`config.mk`:
```
export PLATFORM = sky130hd
export DESIGN_NAME = strap_config_capture
export DESIGN_NICKNAME = d
export VERILOG_FILES = /design/src/rtl/strap_cfg_pkg.sv /design/src/rtl/strap_config_capture.sv
export SDC_FILE = /design/constraint.sdc
export NUM_CORES = 1
export LEC_CHECK = 0
export ABC_CLOCK_PERIOD_IN_PS = 3600
export BUFFER_PORTS_ARGS = -buffer_cell sky130_fd_sc_hd__buf_2
export CORE_MARGIN = 2
export CORE_UTILIZATION = 44
export DETAILED_ROUTE_END_ITERATION = 16
export GPL_ROUTABILITY_DRIVEN = 0
export PLACE_DENSITY = 0.94
export RECOVER_POWER = 25
export SLEW_MARGIN = 25
export SYNTH_ARGS = -nofsm -noshare
export SYNTH_HDL_FRONTEND = slang
export SYNTH_SLANG_ARGS = --single-unit
```
`constraint.sdc`:
```
create_clock -name I_CLK_SYS -period 3.6 [get_ports I_CLK_SYS]
set_clock_uncertainty 0.05 [all_clocks]
set_input_delay 0.72 -clock I_CLK_SYS [delete_from_list [all_inputs] [get_ports I_CLK_SYS]]
set_output_delay 0.72 -clock I_CLK_SYS [all_outputs]
set_load 0.02 [all_outputs]
```
`src/rtl/strap_cfg_pkg.sv`:
```
// Constants for the power-up strap capture block
package strap_cfg_pkg;
   localparam int          ADDR_W            = 8;
   localparam logic [7:0]  ADDR_STRAP_STATUS = 8'h00;
   localparam logic [7:0]  ADDR_CORE_CLOCK_SPEED_SELECT    = 8'h04;
   localparam logic [7:0]  ADDR_FWD_CTRL     = 8'h08;
   localparam int          STS_CLK_LSB       = 0;
   localparam int          STS_HOLD_BIT      = 2;
   localparam int          STS_HOST_BIT      = 3;
   localparam int          STS_LED_LSB       = 4;
   localparam int          STS_VALID_BIT     = 8;
   localparam int          CTRL_FWD_GO_BIT   = 0;
   localparam logic [1:0]  CLK_SEL_71M       = 2'h0;
   localparam logic [1:0]  CLK_SEL_76M       = 2'h1;
   localparam logic [1:0]  CLK_SEL_50M       = 2'h2;
   localparam logic [1:0]  CLK_SEL_66M       = 2'h3;
   localparam logic [16:0] KHZ_71M           = 17'h116fc;
   localparam logic [16:0] KHZ_76M           = 17'h128e0;
   localparam logic [16:0] KHZ_50M           = 17'h0c350;
   localparam logic [16:0] KHZ_66M           = 17'h101d0;
   localparam logic [1:0]  CLK_SEL_RESET     = CLK_SEL_66M;
   localparam logic [1:0]  LED_SCHEME_RESET  = 2'h0;
   localparam logic        HOLD_RESET        = 1'b0;
   localparam logic        HOST_RESET        = 1'b0;
   localparam logic        FWD_GO_RESET      = 1'b0;
   localparam logic [3:0]  LED_POL_RESET     = 4'h0;
   typedef enum logic {PH_SAMPLE, PH_RUN} phase_type;
endpackage

```
`src/rtl/strap_config_capture.sv`:
```
// Strap capture, decode, shared LED pin drive and APB status slave
// How it works
// - Clock code 00 71.42, 01 76 MHz
// - Clock code 10 50, 11 66 MHz default
// - Hold strap 1 keeps forwarding off until software writes the go bit
// - Hold strap 0 forwards right after reset
// - Select 0 gives serial pins to EEPROM
// - Select 1 makes serial slave port
// - Indirect PHY window needs select 1
// - Scheme bits from shift clock, serial data
// - Clock bits share port1, port0 LED pins
// - Shared LED active level inverts strap
// - Select on port4, hold on port3 LED
//
// Local design decisions: the APB slave port and the register addresses.
`timescale 1ns/1ps
module strap_config_capture (
   input  wire logic                           I_CLK_SYS,
   input  wire logic                           I_RST_B,
   input  wire logic                           I_PSEL,
   input  wire logic                           I_PENABLE,
   input  wire logic                           I_PWRITE,
   input  wire logic [strap_cfg_pkg::ADDR_W-1:0] I_PADDR,
   input  wire logic [31:0]                    I_PWDATA,
   output logic      [31:0]                    O_PRDATA,
   output logic                                O_PREADY,
   output logic                                O_PSLVERR,
   input  wire logic                           I_PORT0_LED_C_ON,
   input  wire logic                           I_PORT1_LED_C_ON,
   input  wire logic                           I_PORT3_LED_C_ON,
   input  wire logic                           I_PORT4_LED_C_ON,
   input  wire logic                           I_LED_SHIFT_CLOCK_DRV,
   input  wire logic                           I_LED_SERIAL_OUT_DRV,
   input  wire logic                           I_PORT0_LED_C_PIN,
   input  wire logic                           I_PORT1_LED_C_PIN,
   input  wire logic                           I_PORT3_LED_C_PIN,
   input  wire logic                           I_PORT4_LED_C_PIN,
   input  wire logic                           I_LED_SHIFT_CLOCK_PIN,
   input  wire logic                           I_LED_SERIAL_OUT_PIN,
   output logic                                O_PORT0_LED_C,
   output logic                                O_PORT0_LED_C_OE,
   output logic                                O_PORT1_LED_C,
   output logic                                O_PORT1_LED_C_OE,
   output logic                                O_PORT3_LED_C,
   output logic                                O_PORT3_LED_C_OE,
   output logic                                O_PORT4_LED_C,
   output logic                                O_PORT4_LED_C_OE,
   output logic                                O_LED_SHIFT_CLOCK,
   output logic                                O_LED_SHIFT_CLOCK_OE,
   output logic                                O_LED_SERIAL_OUT,
   output logic                                O_LED_SERIAL_OUT_OE,
   output logic      [1:0]                     O_CLOCK_SPEED_SELECT,
   output logic      [16:0]                    O_CORE_CLK_KHZ,
   output logic                                O_FWD_ENABLE,
   output logic                                O_SERIAL_SLAVE_EN,
   output logic                                O_EEPROM_EN,
   output logic      [1:0]                     O_LED_SCHEME_SELECT,
   output logic                                O_INDIRECT_PHY_OK,
   output logic                                O_STRAPS_VALID
);
   import strap_cfg_pkg::*;

   phase_type   phase_ff;
   logic [1:0]  clk_sel_ff;
   logic        fwd_hold_ff;
   logic        host_sel_ff;
   logic [1:0]  led_scheme_ff;
   logic [3:0]  led_pol_ff;
   logic        fwd_go_ff;
   logic [16:0] khz_ff;
   logic        fwd_en_ff;
   logic        slave_en_ff;
   logic        eeprom_en_ff;
   logic        phy_ok_ff;
   logic [3:0]  led_pin_ff;
   logic        ser_clk_ff;
   logic        ser_dat_ff;
   logic        oe_ff;
   logic [31:0] prdata_ff;
   logic        pready_ff;
   logic        pslverr_ff;
   logic [3:0]  led_pins;
   logic [3:0]  led_on;
   logic [16:0] nxt_khz;
   logic        setup;
   logic        wr_done;
   logic        addr_ok;
   logic [31:0] rd_mux;

   // Index order: {port4, port3, port1, port0}
   assign led_pins = {I_PORT4_LED_C_PIN, I_PORT3_LED_C_PIN,
                      I_PORT1_LED_C_PIN, I_PORT0_LED_C_PIN};
   assign led_on   = {I_PORT4_LED_C_ON, I_PORT3_LED_C_ON,
                      I_PORT1_LED_C_ON, I_PORT0_LED_C_ON};

   // Straps are caught on the first edge after release, since an
   // async reset may only load constants
   always_ff @(posedge I_CLK_SYS or negedge I_RST_B) begin
      if (!I_RST_B) begin
         phase_ff <= PH_SAMPLE;
      end else begin
         phase_ff <= PH_RUN;
      end
   end

   always_ff @(posedge I_CLK_SYS or negedge I_RST_B) begin
      if (!I_RST_B) begin
         clk_sel_ff    <= CLK_SEL_RESET;
         fwd_hold_ff   <= HOLD_RESET;
         host_sel_ff   <= HOST_RESET;
         led_scheme_ff <= LED_SCHEME_RESET;
         led_pol_ff    <= LED_POL_RESET;
      end else if (phase_ff == PH_SAMPLE) begin
         clk_sel_ff    <= led_pins[1:0];
         fwd_hold_ff   <= led_pins[2];
         host_sel_ff   <= led_pins[3];
         led_scheme_ff <= {I_LED_SHIFT_CLOCK_PIN,
                           I_LED_SERIAL_OUT_PIN};
         led_pol_ff    <= led_pins;
      end
   end

   always_comb begin
      nxt_khz = KHZ_66M;
      unique case (clk_sel_ff)
         CLK_SEL_71M: nxt_khz = KHZ_71M;
         CLK_SEL_76M: nxt_khz = KHZ_76M;
         CLK_SEL_50M: nxt_khz = KHZ_50M;
         CLK_SEL_66M: nxt_khz = KHZ_66M;
      endcase
   end

   // Decoded enables stay inactive until the straps are held; khz_ff is not gated
   always_ff @(posedge I_CLK_SYS or negedge I_RST_B) begin
      if (!I_RST_B) begin
         khz_ff       <= KHZ_66M;
         fwd_en_ff    <= 1'b0;
         slave_en_ff  <= 1'b0;
         eeprom_en_ff <= 1'b0;
         phy_ok_ff    <= 1'b0;
      end else begin
         khz_ff       <= nxt_khz;
         fwd_en_ff    <= (phase_ff == PH_RUN) &&
                         (!fwd_hold_ff || fwd_go_ff);
         slave_en_ff  <= (phase_ff == PH_RUN) && host_sel_ff;
         eeprom_en_ff <= (phase_ff == PH_RUN) && !host_sel_ff;
         phy_ok_ff    <= (phase_ff == PH_RUN) && host_sel_ff;
      end
   end

   // Pins stay released while sampling so the board pulls win
   always_ff @(posedge I_CLK_SYS or negedge I_RST_B) begin
      if (!I_RST_B) begin
         led_pin_ff <= 4'h0;
         ser_clk_ff <= 1'b0;
         ser_dat_ff <= 1'b0;
         oe_ff      <= 1'b0;
      end else begin
         led_pin_ff <= led_on ^ led_pol_ff;
         ser_clk_ff <= I_LED_SHIFT_CLOCK_DRV;
         ser_dat_ff <= I_LED_SERIAL_OUT_DRV;
         oe_ff      <= (phase_ff == PH_RUN);
      end
   end

   // APB slave: zero wait states, pready raised in the access cycle
   assign setup   = I_PSEL && !I_PENABLE;
   assign wr_done = I_PSEL && I_PENABLE && O_PREADY && I_PWRITE;
   assign addr_ok = (I_PADDR == ADDR_STRAP_STATUS) ||
                    (I_PADDR == ADDR_CORE_CLOCK_SPEED_SELECT) ||
                    (I_PADDR == ADDR_FWD_CTRL);

   always_comb begin
      rd_mux = 32'h0;
      if (I_PADDR == ADDR_STRAP_STATUS) begin
         rd_mux[STS_CLK_LSB +: 2] = clk_sel_ff;
         rd_mux[STS_HOLD_BIT]     = fwd_hold_ff;
         rd_mux[STS_HOST_BIT]     = host_sel_ff;
         rd_mux[STS_LED_LSB +: 2] = led_scheme_ff;
         rd_mux[STS_VALID_BIT]    = (phase_ff == PH_RUN);
      end else if (I_PADDR == ADDR_CORE_CLOCK_SPEED_SELECT) begin
         rd_mux[16:0] = khz_ff;
      end else if (I_PADDR == ADDR_FWD_CTRL) begin
         rd_mux[CTRL_FWD_GO_BIT] = fwd_go_ff;
      end
   end

   always_ff @(posedge I_CLK_SYS or negedge I_RST_B) begin
      if (!I_RST_B) begin
         prdata_ff  <= 32'h0;
         pready_ff  <= 1'b0;
         pslverr_ff <= 1'b0;
      end else begin
         pready_ff  <= setup;
         pslverr_ff <= setup && !addr_ok;
         if (setup && !I_PWRITE) begin
            prdata_ff <= rd_mux;
         end else if (!I_PSEL) begin
            prdata_ff <= 32'h0;
         end
      end
   end

   // Software releases a held switch once spanning tree is ready
   always_ff @(posedge I_CLK_SYS or negedge I_RST_B) begin
      if (!I_RST_B) begin
         fwd_go_ff <= FWD_GO_RESET;
      end else if (wr_done && I_PADDR == ADDR_FWD_CTRL) begin
         fwd_go_ff <= I_PWDATA[CTRL_FWD_GO_BIT];
      end
   end

   assign O_PRDATA             = prdata_ff;
   assign O_PREADY             = pready_ff;
   assign O_PSLVERR            = pslverr_ff;
   assign O_PORT0_LED_C        = led_pin_ff[0];
   assign O_PORT1_LED_C        = led_pin_ff[1];
   assign O_PORT3_LED_C        = led_pin_ff[2];
   assign O_PORT4_LED_C        = led_pin_ff[3];
   assign O_PORT0_LED_C_OE     = oe_ff;
   assign O_PORT1_LED_C_OE     = oe_ff;
   assign O_PORT3_LED_C_OE     = oe_ff;
   assign O_PORT4_LED_C_OE     = oe_ff;
   assign O_LED_SHIFT_CLOCK    = ser_clk_ff;
   assign O_LED_SHIFT_CLOCK_OE = oe_ff;
   assign O_LED_SERIAL_OUT     = ser_dat_ff;
   assign O_LED_SERIAL_OUT_OE  = oe_ff;
   assign O_CLOCK_SPEED_SELECT = clk_sel_ff;
   assign O_CORE_CLK_KHZ       = khz_ff;
   assign O_FWD_ENABLE         = fwd_en_ff;
   assign O_SERIAL_SLAVE_EN    = slave_en_ff;
   assign O_EEPROM_EN          = eeprom_en_ff;
   assign O_LED_SCHEME_SELECT  = led_scheme_ff;
   assign O_INDIRECT_PHY_OK    = phy_ok_ff;
   assign O_STRAPS_VALID       = oe_ff;
endmodule
```
==> impl_results.md <==
* Status: finished, violations left
* Failing checks: capacitance limit, slew limit
* Fmax at roughly 0.42 GHz
* Critical Path RT at around 3.5 ns
* Most instantiated cells after synthesis: dfrtp_1 (38), buf_4 (35), nand2_1 (11), a32o_1 (8), mux2_2 (8)
* Chip width at 69.0 um
* Largest net degree at the start of global routing at 44
* Final Core Density at 54.4%
* Top-area cell type share of the netlist area at between 50 and 60%
* Post-route ant nets at 0
* Vias in the first global route at about 1,200
* RSZ-0062 raised after global routing: no
* End of the worst register-to-register path: O_PRDATA[8]$_DFFE_PN0P_
* Post-synth top flop: dfrtp_1
* DR vias/cell at around 4.6
* Cell class contributing the biggest share of worst-path delay: buffers and inverters
* H-tree depth at 2
* Vert. Die Dim at around 69 um
* CTS Sinks at 43
* CP max-delay cell: clkbuf_1
* Worst-margin pin slew at ~2.2 ns
* Post-synthesis compound-gate area fraction at under 10%
* Most common cell in the netlist: dfrtp_1
* DRC Markers at 0
* First-pass GRT wire length at ~5500 um
* CTS Buf Count at 5
* Number of antenna violations at the first check in global routing at 0
* Worst setup SP type: input port
* Register area share after synthesis at about three fifths
* IO Pins at between 100 and 150
* Largest family of logic cells by synthesized area: buffers and inverters
* Worst-path clk slew at about 0.07 ns
* CTS Root Cell: clkbuf_8
* Bufs on Longest Clock Path at 2
* Total gr overflow at 0
* Synth Register Bits at between 40 and 50
* Mux cell area share after synthesis at approximately 5.4%
* Min-delay src: led_pol_ff[0]$_DFFE_PN0N_
* Worst path cell trace: clkbuf_1
* Vias at about 1,200
* Final WL at 3570 um
* Number of antenna diodes at 0
* Cell count of the worst hold path at 1
* PD cells at 485 nW/um^2
* CTS tree: done
* Initial Utilization at 46.1%
* Worst slack, placed at approximately 1.3 ns
* Final period util at approximately two thirds
* R2R depth at 2
* Worst skew pair latency at approximately 0.30 ns
* CP Class: input port to asynchronous set/reset pin
* Post-synth EDFFs at 0
* Hold EP: led_pin_ff[0]$_DFF_PN0_
* Peak supply drop at 0.000198 V
* Fin. Hold Viols at 0
* Syn-to-layout area delta at 18.1%
* Fin. max-slew vios at 44
* Post-Syn Instances at 150
* Hold slack at about 0.42 ns
* Tmin final at ~2.4 ns
* Hold buffer count at cts at 0
* Reg2Reg Launch Point: phase_ff$_DFF_PN0_
* Critical Path AT at ~2.3 ns
* Biggest area consumer among synthesized cells: dfrtp_1
* Die Area at ~4800 um^2
* Ys async rst share at 100%
* All-Layer GR Usage at 16.3%
* Layout Nets at between 200 and 300
* CP startpoint: I_RST_B
* Worst Setup End Kind: asynchronous set/reset pin
* Setup WS post-layout at 1.24 ns
* Worst path max stage delay at around 1.5 ns
* Number of cells on the critical path at 1
* DRT iter0 DRCs at 90
* Layout cell share with drive strength beyond 1 at between 40 and 50%
* Synth Cell Area at 1860 um^2
* Synth unique cells at 26
* Port Buf Inserts at around 80
* Final setup viols at 0
* Post-DP HPWL at between 2000 and 3000 um
* Post-cts resize count at 0
* Syn avg cell area at 12.4 um^2
* Setup bufs post-CTS at 0
* Static Leak at about 1.2 nW
* Worst Hold Class: register to register
* Core area at just over 4000 um^2
* Buffers and inverters on the worst path at 1
* Synth area leaders: dfrtp_1 (51%), buf_4 (14%), dfstp_2 (7.1%)
* YS warnings at 0
* Detailed Routing Iterations Pass 1 at 4
* Synth Area in Adders at 0%
* Simple-Gate Fraction of Synth Area at under 10%
* Critical Path Fanout Max at 43
* Slew HR at -45.9%
* Rows at 23
* WL per Instance at between 10 and 15 um
* R2R setup slack at between 2 and 2.5 ns
* Xor/xnor share of the synthesized area at 1.89%
* Setup_tns at 0 ns
* Max Cap Viol at 1
## through the flow
step	std cells	power, mW	instance area, um^2
6_report	264	1.06	2190
5_1_grt	264	1.11	2190
4_1_cts	264	1.08	2200
3_5_place_dp	256	0.711	2090
3_3_place_gp	256	0.706	2090
2_1_floorplan	167	0.669	1920
## registers in the layout, summed over array words and instances, names as in the netlist
register / cells
O_FWD_ENABLE: 1
O_PSLVERR: 1
led_pol_ff: 3
O_PREADY: 1
O_CORE_CLK_KHZ: 8
O_LED_SHIFT_CLOCK: 1
led_pin_ff: 4
fwd_go_ff: 1
host_sel_ff: 1
O_PRDATA: 13
phase_ff: 1
O_CLOCK_SPEED_SELECT: 2
O_INDIRECT_PHY_OK: 1
O_EEPROM_EN: 1
O_LED_SERIAL_OUT_OE: 1
O_LED_SCHEME_SELECT: 2
O_LED_SERIAL_OUT: 1
## where the power goes
group,internal [mW],switching (mW),total [mW]
Sequential,0.515,0.0223,0.537
Combinational,0.0505,0.109,0.160
Clock,0.208,0.158,0.366
Total,0.773,0.290,1.06
## worst max-delay path by stage
stage,endpoint,slack (ns)
floorplan,O_PRDATA[2]$_DFFE_PN0P_,1.76
global route,led_pin_ff[0]$_DFF_PN0_,0.79
global placement,O_PRDATA[3]$_DFFE_PN0P_,1.39
finish,O_LED_SERIAL_OUT_OE$_DFF_PN0_,1.24
CTS,O_PRDATA[9]$_DFFE_PN0P_,1.65
detailed placement,O_PRDATA[9]$_DFFE_PN0P_,1.34
## routing by layer
layer	share of wire [%]	wire length [um]	global-route usage (%)	vias to the layer above
li1	-	-	-	570
met1	39	1390	18.0	586
met2	53	1880	28.8	48
met3	7.0	251	5.52	7
met4	1.4	49	5.88	0
met5	0	0	0	-
## layout by cell type (no fill, tap or decap), drive strengths merged
cell,netlist,layout
nor3,1,1
a21boi,1,1
and2,1,1
buf,36,77
nor4,2,2
inv,7,7
a22o,4,4
o21a,1,1
or3,2,2
dfstp,5,5
nand2,11,11
nor2b,1,1
nand3,2,2
dfrtp,38,38
nand2b,4,4
a32o,8,8
conb,2,19
clkbuf,4,9
nor2,5,5
a21oi,1,1
xor2,4,4
o41ai,1,1
mux2i,1,1
bufinv,0,1
mux2,8,8
## cell type report
class,count,area [um^2]
multi-input combinational,77,523
inverter,7,26.3
sequential,43,1080
tap,50,62.6
fill,356,1840
clock inverter,1,30.0
timing repair buffer,79,393
clock buffer,7,76.3
## kinds of logic (layout without fill, tap and decap cells)
family / after synthesis / count (layout)
flip-flops: 43 / 43
AO/OA/AOI/OAI: 16 / 16
AND/OR/NAND/NOR: 29 / 29
multiplexers: 9 / 9
buffers and inverters: 47 / 94
other: 2 / 19
XOR/XNOR: 4 / 4
(Power assumes the default switching activity.)
